## config.mk

```make
export PLATFORM = sky130hd
export DESIGN_NAME = pmc_top
export DESIGN_NICKNAME = d
export VERILOG_FILES = /design/src/shared/pmc_pkg.sv /design/src/design/pmc_top.sv /design/src/design/pmc_sync.sv
export SDC_FILE = /design/constraint.sdc
export NUM_CORES = 1
export LEC_CHECK = 0
export ABC_AREA = 1
export BUFFER_PORTS_ARGS = -buffer_cell sky130_fd_sc_hd__buf_2
export CAP_MARGIN = 20
export CORE_MARGIN = 4
export CORE_UTILIZATION = 60
export DETAILED_ROUTE_END_ITERATION = 7
export MAX_ROUTING_LAYER = met4
export PLACE_DENSITY = 0.8
export SYNTH_ARGS = -nofsm -noshare
export SYNTH_HDL_FRONTEND = slang
export SYNTH_HIERARCHICAL = 1
export SYNTH_SLANG_ARGS = --single-unit
```

## constraint.sdc

```tcl
create_clock -name i_clk -period 7.11 [get_ports i_clk]
set_clock_uncertainty 0.15 [all_clocks]
set_input_delay 1.422 -clock i_clk [delete_from_list [all_inputs] [get_ports i_clk]]
set_output_delay 1.422 -clock i_clk [all_outputs]
set_load 0.01 [all_outputs]
```

## src/shared/pmc_pkg.sv

```systemverilog
// What this block does
// [RULE1] Station clocks management line at 25 MHz maximum; the design samples it with the 20 MHz clock and needs it much slower.
// [RULE2] Management clock is an unrelated, separately sampled domain.
// [RULE3] Data line released whenever the other side drives.
// [RULE4] Shared pin starts as power-down input.
// [RULE5] Low pin in input mode means power down.
// [RULE6] Management access keeps working while powered down.
// [RULE7] Pending interrupt pulls shared pin low.
// [RULE8] Interrupt mode drives the pin open-drain only.
// [RULE9] Only a register write selects interrupt mode.
// [RULE10] Reset pin low restores every register default.
// [RULE11] Reset pin must stay low at least 1 us.
// [RULE12] Pin function select register steers each general pin.
//
// Purpose: Constants, types and the management register map.
// Assumes: System clock of 20 MHz; clause 22 style serial frames.
// Notes: All offsets are five-bit management register addresses.

package pmc_pkg;

    // System clock period in nanoseconds.
    localparam int unsigned CLK_PERIOD_NS = 50;
    // Least low time on the reset pin, in nanoseconds.
    localparam int unsigned RST_MIN_NS = 1000;
    // Least low time in cycles, rounded up.
    localparam int unsigned RST_MIN_CYC =
        (RST_MIN_NS + CLK_PERIOD_NS - 1) / CLK_PERIOD_NS;

    // Frame shape counts.
    localparam logic [5:0] PREAMBLE_ONES = 6'h20;
    localparam logic [3:0] HDR_LAST = 4'hb;
    localparam logic [3:0] DATA_LAST = 4'hf;

    // Operation codes of a frame.
    localparam logic [1:0] OP_WRITE = 2'h1;
    localparam logic [1:0] OP_READ = 2'h2;

    // Default station address of this device.
    localparam logic [4:0] PHY_ADDR_DEF = 5'h01;

    // Register addresses.
    localparam logic [4:0] REG_CTRL = 5'h00;
    localparam logic [4:0] REG_STAT = 5'h01;
    localparam logic [4:0] REG_PIN_CFG = 5'h10;
    localparam logic [4:0] REG_INT_MASK = 5'h12;
    localparam logic [4:0] REG_INT_STAT = 5'h13;
    localparam logic [4:0] REG_PIN_FUNC = 5'h14;

    // Field positions.
    localparam int unsigned CTRL_PD_BIT = 11;
    localparam int unsigned CFG_INT_MODE_BIT = 0;
    localparam int unsigned FUNC_W = 4;

    // Values after reset.
    localparam logic [15:0] CTRL_RST = 16'h0000;
    localparam logic [15:0] PIN_CFG_RST = 16'h0000;
    localparam logic [7:0] INT_MASK_RST = 8'h00;
    localparam logic [7:0] PIN_FUNC_RST = 8'h00;

    // Frame engine states, one-hot.
    typedef enum logic [5:0] {
        ST_IDLE  = 6'h01,
        ST_START = 6'h02,
        ST_HDR   = 6'h04,
        ST_TA    = 6'h08,
        ST_WDATA = 6'h10,
        ST_RDATA = 6'h20
    } pmc_state_t;

    // Header of a frame, in wire order.
    typedef struct packed {
        logic [1:0] op;
        logic [4:0] phy;
        logic [4:0] reg_addr;
    } pmc_hdr_t;

    // Pins that arrive from outside the clock domain.
    typedef struct packed {
        logic mdc;
        logic mdio;
        logic shared_pin;
        logic reset_n;
    } pmc_pins_t;

endpackage

```

## src/design/pmc_top.sv

```systemverilog
// Purpose: Management serial slave, shared interrupt/power-down pin,
//          filtered reset pin and general pin function steering.
// Assumes: Management clock is much slower than the 20 MHz clock.
// Notes: All pins are oversampled; no logic runs on the management clock.
`timescale 1ns/1ps
`default_nettype none

module pmc_top #(
    parameter logic [4:0] PHY_ADDR = pmc_pkg::PHY_ADDR_DEF
) (
    input wire logic i_clk,
    input wire logic i_sys_rst,
    input wire logic i_mdc,
    input wire logic i_mdio_in,
    output logic o_mdio_out,
    output logic o_mdio_oe,
    input wire logic i_shared_in,
    output logic o_shared_out,
    output logic o_shared_oe,
    input wire logic i_reset_n,
    input wire logic [7:0] i_events,
    input wire logic [3:0] i_func_src,
    output logic [1:0] o_gpio,
    output logic o_power_down,
    output logic o_dev_reset
);

    // Synchronised copies of the asynchronous pins.
    pmc_pkg::pmc_pins_t pins_a;
    pmc_pkg::pmc_pins_t pins_s;

    assign pins_a = '{mdc: i_mdc, mdio: i_mdio_in,
                      shared_pin: i_shared_in, reset_n: i_reset_n};

    // The management clock is treated as data, never as a clock.
    // Reset to the idle levels: clock low, data, shared and reset pins high,
    // so the shared pin never looks low and powers down just after reset.
    pmc_sync #(.W(4), .RST_VAL(4'h7)) u_sync (
        .i_clk(i_clk),
        .i_sys_rst(i_sys_rst),
        .i_async(pins_a),
        .o_sync(pins_s)
    ); // [RULE2]

    // ---------------- Reset pin filter ----------------
    logic [4:0] rcnt_q, rcnt_d; // Low-time counter.
    logic prst_q, prst_d; // Internal reset from the pin.

    // A glitch shorter than the least low time never resets the device.
    always_comb begin
        rcnt_d = '0;
        prst_d = 1'b0;
        if (!pins_s.reset_n) begin
            if (rcnt_q >= 5'(pmc_pkg::RST_MIN_CYC - 1)) begin
                rcnt_d = rcnt_q; // [RULE11]
                prst_d = 1'b1;
            end else begin
                rcnt_d = rcnt_q + 5'h01;
            end
        end
    end

    // Register the filter.
    always_ff @(posedge i_clk or posedge i_sys_rst) begin
        if (i_sys_rst) begin
            rcnt_q <= '0;
            prst_q <= 1'b0;
        end else begin
            rcnt_q <= rcnt_d;
            prst_q <= prst_d;
        end
    end

    // ---------------- Frame engine ----------------
    pmc_pkg::pmc_state_t st_q, st_d; // Engine state.
    logic mdc_prev_q, mdc_prev_d; // Last management clock level.
    logic bit_prev_q, bit_prev_d; // Data level one clock before the edge.
    logic [5:0] ones_q, ones_d; // Preamble ones, saturating.
    logic [3:0] cnt_q, cnt_d; // Bit counter within a field.
    logic [15:0] sh_q, sh_d; // Shift register.
    pmc_pkg::pmc_hdr_t hdr_q, hdr_d; // Captured header.
    logic out_q, out_d; // Driven data level.
    logic oe_q, oe_d; // Data line drive enable.
    logic rise; // Management clock rising edge.
    logic b; // Sampled frame bit.
    logic wr_stb; // One-cycle register write.
    logic rd_stb; // One-cycle register read.
    logic [15:0] wr_data;
    pmc_pkg::pmc_hdr_t hdr_new;
    logic [15:0] rd_word; // Read data for the captured address.

    // Register file.
    logic [15:0] ctrl_q, ctrl_d;
    logic [15:0] cfg_q, cfg_d;
    logic [7:0] mask_q, mask_d;
    logic [7:0] ist_q, ist_d;
    logic [7:0] func_q, func_d;
    logic pd_q, pd_d;
    logic sh_oe_q, sh_oe_d;
    logic [1:0] gpio_q, gpio_d;
    logic pending;
    logic [1:0] gpio_sel;

    // Use the level from before the edge, so station hold time is moot.
    assign rise = pins_s.mdc & ~mdc_prev_q;
    assign b = bit_prev_q;
    assign hdr_new = pmc_pkg::pmc_hdr_t'({sh_q[10:0], b});
    assign pending = |(ist_q & mask_q);

    // Read data for one register address.
    function automatic logic [15:0] rd_mux(input logic [4:0] a);
        logic [15:0] r;
        r = 16'h0000;
        if (a == pmc_pkg::REG_CTRL) begin
            r = ctrl_q;
        end else if (a == pmc_pkg::REG_STAT) begin
            r = {13'h0000, pending, pins_s.shared_pin, pd_q};
        end else if (a == pmc_pkg::REG_PIN_CFG) begin
            r = cfg_q;
        end else if (a == pmc_pkg::REG_INT_MASK) begin
            r = {8'h00, mask_q};
        end else if (a == pmc_pkg::REG_INT_STAT) begin
            r = {8'h00, ist_q};
        end else if (a == pmc_pkg::REG_PIN_FUNC) begin
            r = {8'h00, func_q};
        end
        return r;
    endfunction

    // A function result cannot be indexed, so the word is a signal.
    assign rd_word = rd_mux(hdr_q.reg_addr);

    // Frame decoding, advanced once per management clock rising edge.
    always_comb begin
        st_d = st_q;
        ones_d = ones_q;
        cnt_d = cnt_q;
        sh_d = sh_q;
        hdr_d = hdr_q;
        out_d = out_q;
        oe_d = oe_q;
        wr_stb = 1'b0;
        rd_stb = 1'b0;
        wr_data = {sh_q[14:0], b};
        mdc_prev_d = pins_s.mdc;
        bit_prev_d = pins_s.mdio;
        if (rise) begin
            case (st_q)
                pmc_pkg::ST_IDLE: begin
                    oe_d = 1'b0;
                    if (b) begin
                        if (ones_q != pmc_pkg::PREAMBLE_ONES) begin
                            ones_d = ones_q + 6'h01;
                        end
                    end else if (ones_q == pmc_pkg::PREAMBLE_ONES) begin
                        st_d = pmc_pkg::ST_START;
                        ones_d = '0;
                    end else begin
                        ones_d = '0;
                    end
                end
                pmc_pkg::ST_START: begin
                    cnt_d = '0;
                    st_d = b ? pmc_pkg::ST_HDR : pmc_pkg::ST_IDLE;
                end
                pmc_pkg::ST_HDR: begin
                    sh_d = {sh_q[14:0], b};
                    cnt_d = cnt_q + 4'h1;
                    if (cnt_q == pmc_pkg::HDR_LAST) begin
                        hdr_d = hdr_new;
                        cnt_d = '0;
                        // Foreign addresses and bad codes are ignored.
                        if (hdr_new.phy == PHY_ADDR &&
                            (hdr_new.op == pmc_pkg::OP_READ ||
                             hdr_new.op == pmc_pkg::OP_WRITE)) begin
                            st_d = pmc_pkg::ST_TA;
                        end else begin
                            st_d = pmc_pkg::ST_IDLE;
                        end
                    end
                end
                pmc_pkg::ST_TA: begin
                    cnt_d = cnt_q + 4'h1;
                    if (hdr_q.op == pmc_pkg::OP_READ) begin
                        if (cnt_q == 4'h0) begin
                            oe_d = 1'b1; // [RULE3]
                            out_d = 1'b0;
                        end else begin
                            rd_stb = 1'b1;
                            out_d = rd_word[15];
                            sh_d = {rd_word[14:0], 1'b0};
                            cnt_d = '0;
                            st_d = pmc_pkg::ST_RDATA;
                        end
                    end else if (cnt_q != 4'h0) begin
                        cnt_d = '0;
                        st_d = pmc_pkg::ST_WDATA;
                    end
                end
                pmc_pkg::ST_WDATA: begin
                    sh_d = {sh_q[14:0], b};
                    cnt_d = cnt_q + 4'h1;
                    if (cnt_q == pmc_pkg::DATA_LAST) begin
                        wr_stb = 1'b1;
                        st_d = pmc_pkg::ST_IDLE;
                    end
                end
                pmc_pkg::ST_RDATA: begin
                    if (cnt_q == pmc_pkg::DATA_LAST) begin
                        oe_d = 1'b0; // [RULE3]
                        st_d = pmc_pkg::ST_IDLE;
                    end else begin
                        out_d = sh_q[15];
                        sh_d = {sh_q[14:0], 1'b0};
                        cnt_d = cnt_q + 4'h1;
                    end
                end
                default: begin
                    st_d = pmc_pkg::ST_IDLE;
                    oe_d = 1'b0;
                end
            endcase
        end
    end

    // Pick a pin level from a four-bit function code.
    function automatic logic pin_fn(input logic [3:0] sel);
        logic [7:0] srcs;
        srcs = {i_func_src, pending, pd_q, 1'b1, 1'b0};
        return sel[3] ? 1'b0 : srcs[sel[2:0]];
    endfunction

    // Register file, pin modes and power state.
    always_comb begin
        ctrl_d = ctrl_q;
        cfg_d = cfg_q;
        mask_d = mask_q;
        func_d = func_q;
        // A new event wins over a clear by read in the same cycle.
        ist_d = (rd_stb && hdr_q.reg_addr == pmc_pkg::REG_INT_STAT) ?
                i_events : (ist_q | i_events);
        if (wr_stb) begin
            if (hdr_q.reg_addr == pmc_pkg::REG_CTRL) begin
                ctrl_d = wr_data;
            end else if (hdr_q.reg_addr == pmc_pkg::REG_PIN_CFG) begin
                cfg_d = wr_data; // [RULE9]
            end else if (hdr_q.reg_addr == pmc_pkg::REG_INT_MASK) begin
                mask_d = wr_data[7:0];
            end else if (hdr_q.reg_addr == pmc_pkg::REG_PIN_FUNC) begin
                func_d = wr_data[7:0]; // [RULE12]
            end
        end
        // Input mode: a low pin powers down; the engine is never gated.
        pd_d = ctrl_q[pmc_pkg::CTRL_PD_BIT] |
               (~cfg_q[pmc_pkg::CFG_INT_MODE_BIT] &
                ~pins_s.shared_pin); // [RULE5] [RULE6]
        // Interrupt mode pulls low only, never drives high.
        sh_oe_d = cfg_q[pmc_pkg::CFG_INT_MODE_BIT] & pending; // [RULE7] [RULE8]
        for (int i = 0; i < 2; i++) begin
            gpio_d[i] = gpio_sel[i];
        end
    end

    // Per-pin function decode.
    generate
        for (genvar g = 0; g < 2; g++) begin : g_gpio
            assign gpio_sel[g] =
                pin_fn(func_q[g*pmc_pkg::FUNC_W +: pmc_pkg::FUNC_W]); // [RULE12]
        end
    endgenerate

    // All state but the reset filter; the filtered reset pin restores every default.
    always_ff @(posedge i_clk or posedge i_sys_rst) begin
        if (i_sys_rst) begin
            st_q <= pmc_pkg::ST_IDLE;
            mdc_prev_q <= 1'b0;
            bit_prev_q <= 1'b0;
            ones_q <= '0;
            cnt_q <= '0;
            sh_q <= '0;
            hdr_q <= '0;
            out_q <= 1'b0;
            oe_q <= 1'b0;
            ctrl_q <= pmc_pkg::CTRL_RST;
            cfg_q <= pmc_pkg::PIN_CFG_RST; // [RULE4]
            mask_q <= pmc_pkg::INT_MASK_RST;
            ist_q <= '0;
            func_q <= pmc_pkg::PIN_FUNC_RST;
            pd_q <= 1'b0;
            sh_oe_q <= 1'b0;
            gpio_q <= '0;
        end else if (prst_q) begin
            st_q <= pmc_pkg::ST_IDLE; // [RULE10]
            mdc_prev_q <= 1'b0;
            bit_prev_q <= 1'b0;
            ones_q <= '0;
            cnt_q <= '0;
            sh_q <= '0;
            hdr_q <= '0;
            out_q <= 1'b0;
            oe_q <= 1'b0;
            ctrl_q <= pmc_pkg::CTRL_RST;
            cfg_q <= pmc_pkg::PIN_CFG_RST; // [RULE4]
            mask_q <= pmc_pkg::INT_MASK_RST;
            ist_q <= '0;
            func_q <= pmc_pkg::PIN_FUNC_RST;
            pd_q <= 1'b0;
            sh_oe_q <= 1'b0;
            gpio_q <= '0;
        end else begin
            st_q <= st_d;
            mdc_prev_q <= mdc_prev_d;
            bit_prev_q <= bit_prev_d;
            ones_q <= ones_d;
            cnt_q <= cnt_d;
            sh_q <= sh_d;
            hdr_q <= hdr_d;
            out_q <= out_d;
            oe_q <= oe_d;
            ctrl_q <= ctrl_d;
            cfg_q <= cfg_d;
            mask_q <= mask_d;
            ist_q <= ist_d;
            func_q <= func_d;
            pd_q <= pd_d;
            sh_oe_q <= sh_oe_d;
            gpio_q <= gpio_d;
        end
    end

    assign o_mdio_out = out_q;
    assign o_mdio_oe = oe_q;
    assign o_shared_out = 1'b0; // Open drain: the driven level is always low.
    assign o_shared_oe = sh_oe_q;
    assign o_gpio = gpio_q;
    assign o_power_down = pd_q;
    assign o_dev_reset = prst_q;

endmodule // pmc_top

`default_nettype wire

```

## src/design/pmc_sync.sv

```systemverilog
// Purpose: Two-flop synchroniser for a group of asynchronous levels.
// Assumes: Inputs are levels; pulses shorter than one clock may be lost.
// Notes: Only the second flop is visible outside.
`timescale 1ns/1ps
`default_nettype none

module pmc_sync #(
    parameter int unsigned W = 4,
    // Idle level of each pin, so release of reset shows no false edge.
    parameter logic [W-1:0] RST_VAL = '0
) (
    input wire logic i_clk,
    input wire logic i_sys_rst,
    input wire logic [W-1:0] i_async,
    output logic [W-1:0] o_sync
);

    // First stage, read by the second stage only.
    logic [W-1:0] meta_q;
    // Second stage, safe to use.
    logic [W-1:0] sync_q;

    // Both stages register every clock.
    always_ff @(posedge i_clk or posedge i_sys_rst) begin
        if (i_sys_rst) begin
            meta_q <= RST_VAL;
            sync_q <= RST_VAL;
        end else begin
            meta_q <= i_async;
            sync_q <= meta_q;
        end
    end

    assign o_sync = sync_q;

endmodule // pmc_sync

`default_nettype wire

```

# ---- After elaboration in Yosys (flattened, before gate mapping)
# Cells that the tools add are included.
# W data, S select, Z words.
dict set report classes {
  eq_ne 36
  magnitude_cmp 3
  addsub 3
  muxes 95
  bitwise 9
  reduce_logical 33
}
# cell count
set ops {}
lappend ops {{$mux W16} 15}
lappend ops {{$mux W8} 16}
lappend ops {{$mux W6} 14}
lappend ops {{$mux W12} 4}
lappend ops {{$pmux W16 S3} 1}
lappend ops {{$mux W4} 8}
lappend ops {{$pmux W6 S5} 1}
lappend ops {{$mux W1} 27}
lappend ops {{$ne A3 B3 Y1 const B} 8}
lappend ops {{$eq A5 B5 Y1 const B} 4}
lappend ops {{$pmux W4 S5} 1}
lappend ops {{$reduce_bool A2 Y1} 9}
lappend ops {{$reduce_and A5 Y1} 3}
lappend ops {{$eq A6 B6 Y1 const B} 2}
lappend ops {{$reduce_and A3 Y1} 4}
lappend ops {{$eq A5 B1 Y1 const B} 2}
lappend ops {{$mux W5} 2}
lappend ops {{$and A8 B8 Y8} 1}
lappend ops {{$eq A4 B4 Y1 const B} 2}
lappend ops {{$lt A3 B4 Y1 const B} 2}
lappend ops {{$ne A4 B4 Y1 const B} 2}
lappend ops {{$or A8 B8 Y8} 1}
lappend ops {{$reduce_and A4 Y1} 2}
lappend ops {{$reduce_bool A4 Y1} 2}
lappend ops {{other kinds (35)} 46}
dict set report totals {
  input_bits 18
  word_cells 201
  output_inout_bits 8
  regBits 117
}

# ---- Logic depth before layout (Yosys ltp)
# Gate-level depths: netlist of run 1.
dict set report depth {
  depth_word 12
  ltp_mapped 11
  ltp_nobuf 11
}

# ---- Hierarchy
# The synthesis of run 1 kept the hierarchy.
# mod instances seq_area_each_um2 cells_each area_each_um2
set by_module_without_submodules {}
lappend by_module_without_submodules {pmc_top 1 2728.9 747 5741.8}
lappend by_module_without_submodules {pmc_sync 1 207.7 9 211.5}

# ---- Worst setup path after synthesis of run 1
# Ideal clock, no wire load.
dict set report synth_path {
  path_kind {in2reg}
  startpoint {in i_func_src[0]}
  endpoint {reg gpio_q[1], in the netlist o_gpio[1]}
  arrival_time_ns 1.909
  required_ns 6.889
  cell_stages 6
  setup_slack_ns 4.979
  setup_time_ns 0.071
  n_path_buf 0
  cell_sequence {inv_1 -> o21ai_0 -> o21ai_0 -> a31oi_1 -> o21ai_0 -> nor2_1}
}
dict set report synth_via {
  elab_chain_cells 4
}
# element line_no
set synth_rtl {}
lappend synth_rtl {{from (decl)} pmc_top.sv:22} ;# input wire logic [3:0] i_func_src,
lappend synth_rtl {{$bmux W1 S3} pmc_top.sv:230} ;# return sel[3] ? 1'b0 : srcs[sel[2:0]];
lappend synth_rtl {{$mux W1 (not written as such)} pmc_top.sv:230}
lappend synth_rtl {{$mux W1} pmc_top.sv:230}
lappend synth_rtl {{$mux W2} pmc_top.sv:292} ;# end else if (prst_q) begin
lappend synth_rtl {{to (signal assigned)} pmc_top.sv:327} ;# gpio_q <= gpio_d;
lappend synth_rtl {{to (decl)} pmc_top.sv:100} ;# logic [1:0] gpio_q, gpio_d;
# No other way between the ends. The select of a mux whose other input is x is not followed.
# A chain may end at the register's enable or synchronous reset.

# ---- Worst setup path after layout of run 1
dict set report layout_path {
  startpoint {reg hdr_q[2] (netlist bit)}
  endpoint {reg ctrl_q[8]}
}
dict set report layout_via {
  elab_chain_cells 3
}
# element line_no
set layout_rtl {}
lappend layout_rtl {{from (decl)} pmc_top.sv:81} ;# pmc_pkg::pmc_hdr_t hdr_q, hdr_d;
lappend layout_rtl {{from (signal assigned)} pmc_top.sv:317} ;# hdr_q <= hdr_d;
lappend layout_rtl {{$logic_not A5 Y1} pmc_top.sv:243} ;# if (hdr_q.reg_addr == pmc_pkg::REG_CTRL) begin
lappend layout_rtl {{$reduce_bool A2 Y1 (no source line)} -}
lappend layout_rtl {{$reduce_and A2 Y1 (no source line)} -}
lappend layout_rtl {{to (signal assigned)} pmc_top.sv:284} ;# ctrl_q <= pmc_pkg::CTRL_RST;
lappend layout_rtl {{to (signal assigned)} pmc_top.sv:302} ;# ctrl_q <= pmc_pkg::CTRL_RST;
lappend layout_rtl {{to (signal assigned)} pmc_top.sv:320} ;# ctrl_q <= ctrl_d;
lappend layout_rtl {{to (decl)} pmc_top.sv:93} ;# logic [15:0] ctrl_q, ctrl_d;
# No other way between the ends.

==> flow_summary.json, run 1 <==
{
  "dieArea_um2": 11600,
  "ctsRootBufferMaster": "clkbuf_8",
  "arrival_ns": 3.29,
  "max_stage_delay_ns": 0.77,
  "cts_hold_buffers": 0,
  "powerDensity_nw_per_um2": 263,
  "synthesis.area_um2": 5950,
  "drtAntennaViolNets": 0,
  "path_cells": "nor2_1 -> nand2_2 -> nor2_1 -> a21oi_2 -> buf_6 -> nand2_1 -> o21ai_0",
  "fin_area_um2": 6770,
  "finalHoldViolCount": 0,
  "route.met2.wl_mm": 7.07,
  "clockBufferDepth": 2,
  "required_ns": 7.34,
  "setup_viol": 0,
  "mostFrequentLayoutCells": "214 x nand2_1, 110 x dfrtp_1, 77 x inv_1, 77 x o21ai_0, 73 x nor2_1",
  "grtUsageTotal_pct": 28.4,
  "first_pass_iters": 5,
  "cp-start-kind": "flop",
  "drive_gt1_share_pct": 14.0,
  "cpMostUsedCell": "nor2_1",
  "antenna_found_initial": 0,
  "final_util_pct": 69.6,
  "cts_made_buffers": 17,
  "grt_pass1_wl_mm": 24.7,
  "topRoutingLayerUsed": "met4",
  "stdcell_count": 928,
  "nets": 805,
  "critPathMaxFanout": 19,
  "path_class": "reg2reg",
  "synthesis.nets": 779,
  "final_common_cell": "nand2_1",
  "drv_slew": 0,
  "min_path_type": "reg2reg",
  "cts_resized": 0,
  "rsz0062_at_grt": "no",
  "status": "finished clean",
  "via_per_inst": 5.62,
  "maxCapViolCount": 0,
  "place_congestion": 0.948,
  "via_count": 5216,
  "dp.cells": 894,
  "placed_area_um2": 6140,
  "initial_utilization_pct": 61.2,
  "insertion_delay_ns": 0.52,
  "wl_met1_mm": 6.34,
  "max_clock_freq_ghz": 0.326,
  "ios": 26,
  "dp_worst_setup_slack_ns": 4.12,
  "rows": 36,
  "grt_max_degree": 82,
  "syn2layout_area_growth_pct": 13.8,
  "p_leak_nw": 3.20,
  "max_slew.worst_pin.slew_ns": 0.972,
  "hpwl_mm": 10.1,
  "finalWirelength_mm": 14.8,
  "cts-htree-levels": 4,
  "fp.dieW_um": 108,
  "cts.sinks": 117,
  "grt_overflow": 0,
  "slew_headroom_pct": 35.0,
  "reg2reg_depth": 7,
  "ys_ff_latch": 117,
  "drc": 0,
  "die_height_um": 108,
  "path_depth": 7,
  "r2r_setup_slack_ns": 4.04,
  "numPortBuffers": 24,
  "core_um2": 9730,
  "post_cts_buffers": 0,
  "r2r_end": "ctrl_q[8]",
  "cp-startpoint": "hdr_q[2]",
  "finalCritPeriodShare_pct": 43.1,
  "drt-initial-drc-count": 484,
  "tritoncts": "done",
  "synth.distinct_cells": 37,
  "syn_inst": 756,
  "dr_wl_met3_mm": 1.13,
  "worst_slack_ns": 4.04,
  "cp-endpoint": "ctrl_q[8]",
  "tns_ns": 0,
  "clk_pin_slew_ns": 0.06,
  "avgSynthCellArea_um2": 7.87,
  "end_kind": "flop",
  "cp_top_family": "simple AND/OR/NAND/NOR gates",
  "reg2reg_from": "hdr_q[2]",
  "cpMaxStageDelayCell": "nor2_1",
  "path_buf_inv": 1,
  "routedWlPerCell_um": 15.9,
  "hold_ws_ns": 0.207,
  "ir_drop_v": 0.000170,
  "fin_crit_ns": 3.07,
  "grt_pass1_vias": 5012,
  "diodes": 0,
  "total_power_mw": 1.78,
  "synth_seq_area_share_pct": 49.3,
  "synth_warnings": 6
}
-- flip-flops by register name, indices dropped and copies added, names as in the netlist, 4 cells and up --
register / flops
st_q: 6
cfg_q: 16
ist_q: 8
func_q: 8
ones_q: 6
ctrl_q: 16
sh_q: 16
mask_q: 8
u_sync/o_sync: 4
cnt_q: 4
hdr_q: 7
rcnt_q: 5
u_sync/meta_q: 4
-- cell families (layout without fill, tap and decap cells) --
kind of cell | after synthesis | after routing | share of synthesized area (%)
xor gates and xnor gates | 3 | 3 | 0.441
DFF | 117 | 117 | 49.3
adders and majority gates | 5 | 5 | 1.05
buffers and inverters | 104 | 143 | 7.33
and+or+nand+nor | 386 | 386 | 28.6
other | 1 | 1 | 0.0630
AOI/OAI and AO/OA | 140 | 140 | 13.2
-- cell type report --
type / instances / area (um^2)
Clock inverter: 14 / 175
Inverter: 83 / 317
Tap cell: 133 / 166
Timing Repair Buffer: 28 / 166
Clock buffer: 18 / 428
Fill cell: 809 / 2960
Multi-Input combinational cell: 535 / 2580
Sequential cell: 117 / 2940
-- where the power goes --
group / switching [mW] / total [mW] / internal (mW) / leakage [nW]
clock network: 0.320 / 0.866 / 0.546 / 0.288
logic: 0.133 / 0.192 / 0.0591 / 1.36
registers: 0.0275 / 0.723 / 0.696 / 1.55
total: 0.480 / 1.78 / 1.30 / 3.20
-- layer usage --
metal  global-route usage [%]  up-vias
met3                     6.18       22
met4                     9.56        0
met2                     43.5      203
met5                        -        -
li1                         -     2495
met1                     37.9     2496
-- how the worst min path moves through the flow --
stage | start | endpoint | slack, ns | cells past startpoint
final | u_sync/meta_q[2] | u_sync/o_sync[2] | 0.21 | 0
after global routing | u_sync/meta_q[1] | u_sync/o_sync[1] | 0.21 | 0
after CTS | u_sync/meta_q[3] | u_sync/o_sync[3] | 0.21 | 0
after detailed placement | u_sync/meta_q[3] | u_sync/o_sync[3] | 0.20 | 0
after global placement | u_sync/meta_q[3] | u_sync/o_sync[3] | 0.18 | 0
after floorplan | u_sync/meta_q[3] | u_sync/o_sync[3] | 0.18 | 0
-- synthesized netlist by cell type (all sizes together) --
master / number / area share [%]
nand4: 15 / 1.6
dfrtp: 110 / 46
or2: 3 / 0.32
nand3: 53 / 5.1
nor3: 12 / 1.2
nor2: 85 / 6.5
o21bai: 2 / 0.25
o21ai: 104 / 9.7
conb: 1 / 0.063
nand2: 217 / 14
dfstp: 7 / 3.1
o2111ai: 1 / 0.15
o211ai: 4 / 0.50
nor3b: 1 / 0.13
a31oi: 1 / 0.11
inv: 83 / 5.3
clkbuf: 3 / 0.19
a211oi: 1 / 0.13
o21a: 2 / 0.25
a21oi: 25 / 2.1
buf: 18 / 1.9
ha: 5 / 1.1
xor2: 3 / 0.44
-- worst reg2reg max path, stage by stage (launching register included) --
cell and delay [ns]:
dfrtp_1 0.39, nor2_1 0.68, nand2_2 0.17, nor2_1 0.77
a21oi_2 0.35, buf_6 0.26, nand2_1 0.07, o21ai_0 0.08
No activity file was read; power rests on OpenSTA's default activity.
==> inputs of run 2 (changes only) <==
- clock period: 7.11 -> 3.01 ns (I/O delays scaled with it)
==> flow_summary.json, run 2 (synthesis results as in run 1) <==
{
  "max_slew.worst_pin.slew_ns": 0.560,
  "top_regs": "cfg_q: 16 flops, ctrl_q: 16 flops, sh_q: 16 flops",
  "multi_input_area_um2": 2580,
  "first_pass_iters": 5,
  "r2r_setup_slack_ns": 0.71,
  "grt_overflow": 0,
  "critPathMaxFanout": 17,
  "p_leak_nw": 3.20,
  "drt-initial-drc-count": 509,
  "grt_max_degree": 68,
  "end_kind": "flop",
  "fin_area_um2": 6790,
  "mostFrequentLayoutCells": "214 x nand2_1, 110 x dfrtp_1, 77 x inv_1, 77 x o21ai_0, 73 x nor2_1",
  "via_per_inst": 5.56,
  "fin_crit_ns": 2.30,
  "drtAntennaViolNets": 0,
  "finalWirelength_mm": 14.7,
  "max_clock_freq_ghz": 0.436,
  "arrival_ns": 2.57,
  "fp.dieW_um": 108,
  "min_path_type": "in2reg",
  "reg2reg_from": "o_dev_reset",
  "grt_pass1_vias": 4979,
  "r2r_end": "sh_q[14]",
  "syn2layout_area_growth_pct": 14.1,
  "drc": 0,
  "slew_headroom_pct": 62.6,
  "tns_ns": 0,
  "ios": 26,
  "diodes": 0,
  "ir_drop_v": 0.000672,
  "setup_viol": 0,
  "cp-start-kind": "flop",
  "min_to": "u_sync/meta_q[1]",
  "rsz0062_at_grt": "no",
  "holdPathStages": 1,
  "insertion_delay_ns": 0.52,
  "cts_resized": 0,
  "finalHoldViolCount": 0,
  "seqCellArea_um2": 2940,
  "cts_made_buffers": 17,
  "drv_slew": 0,
  "grt_pass1_wl_mm": 24.6,
  "path_cells": "inv_2 -> buf_4 -> nand2_1 -> nor2_1 -> nand2_2 -> nand4_1 -> o21ai_1",
  "status": "finished clean",
  "ctsRootBufferMaster": "clkbuf_8",
  "antenna_found_initial": 0,
  "hpwl_mm": 10.5,
  "max_stage_delay_ns": 0.61,
  "place_congestion": 0.937,
  "finalCritPeriodShare_pct": 76.3,
  "cts-htree-levels": 4,
  "cp-startpoint": "o_dev_reset",
  "core_um2": 9730,
  "grtUsageTotal_pct": 28.3,
  "routedWlPerCell_um": 15.8,
  "initial_utilization_pct": 61.2,
  "tritoncts": "done",
  "numPortBuffers": 24,
  "final_common_cell": "nand2_1",
  "path_class": "reg2reg",
  "die_height_um": 108,
  "nets": 810,
  "cpMaxStageDelayCell": "dfrtp_1",
  "maxCapViolCount": 0,
  "fillers": 801,
  "required_ns": 3.28,
  "clockBufferDepth": 2,
  "placed_area_um2": 6200,
  "rows": 36,
  "drive_gt1_share_pct": 14.1,
  "powerDensity_nw_per_um2": 607,
  "reg2reg_depth": 7,
  "holdCritStartpoint": "i_shared_in",
  "via_count": 5192,
  "clk_pin_slew_ns": 0.06,
  "dieArea_um2": 11600,
  "cts.sinks": 117
}
## run 2: cell types whose count changed in the layout (fill, tap and decap cells not counted)
cell and change:
clkbuf_1 +2, buf_4 +5, clkinv_2 -1, bufinv_16 -1, buf_6 -1, clkinvlp_4 +2, inv_4 -1, clkbuf_8 +2
inv_6 -1, dlygate4sd3_1 +1, clkinv_4 -2
## run 2: layout make-up
class | instances | share of cell area, %
repair buffers | 33 | 2.98
multi-input cells | 535 | 38.0
clock buffers | 22 | 6.82
well taps | 133 | 2.45
clock inverters | 10 | 1.79
inverters | 83 | 4.68
flip-flops and latches | 117 | 43.2
## run 2: critical path, delay by kind of cell (launching register included)
family                 cells  cell delay (ns)
flip-flops                 1             0.61
AO/OA/AOI/OAI              1             0.30
buffers and inverters      2             0.46
AND/OR/NAND/NOR            4             0.68
## run 2: metal layers
metal	up-vias	global-route usage, %	part of all wire, %
li1	2506	-	-
met1	2452	39.9	46
met2	203	40.1	44
met3	31	7.14	7.5
met4	0	9.83	1.9
met5	-	-	0
## run 2: worst max-delay path by stage
stage / to / slack, ns / cells after the start
after global placement: sh_q[1] / 0.85 / 9
after CTS: sh_q[14] / 0.76 / 7
after floorplan: b / 0.94 / 1
after global routing: cfg_q[4] / 0.54 / 7
final: sh_q[14] / 0.71 / 7
after detailed placement: cfg_q[4] / 0.77 / 7
## run 2: through the flow
step	hold slack [ns]	cells	worst slack, ns	power [mW]	utilization [%]
2_1_floorplan	0.181	756	0.943	2.07	-
3_3_place_gp	0.194	900	0.850	2.17	63.7
3_5_place_dp	0.193	900	0.770	2.19	63.7
4_1_cts	0.00931	933	0.759	4.14	69.8
5_1_grt	0.00782	933	0.536	4.31	69.8
6_report	0.0301	933	0.714	4.12	69.8
## run 2: power by group
part / leakage (nW) / total [mW] / internal [mW] / switching (mW)
Clock: 0.274 / 1.95 / 1.25 / 0.704
Combinational: 1.37 / 0.462 / 0.140 / 0.322
Sequential: 1.55 / 1.71 / 1.64 / 0.0650
Total: 3.20 / 4.12 / 3.03 / 1.09
## run 2: repair_timing
item / CTS / global route
buffers inserted: 0 / 0
hold endpoints to repair: 17 / 0
endpoints found under the setup margin: 0 / 0
hold buffers: 1 / 0
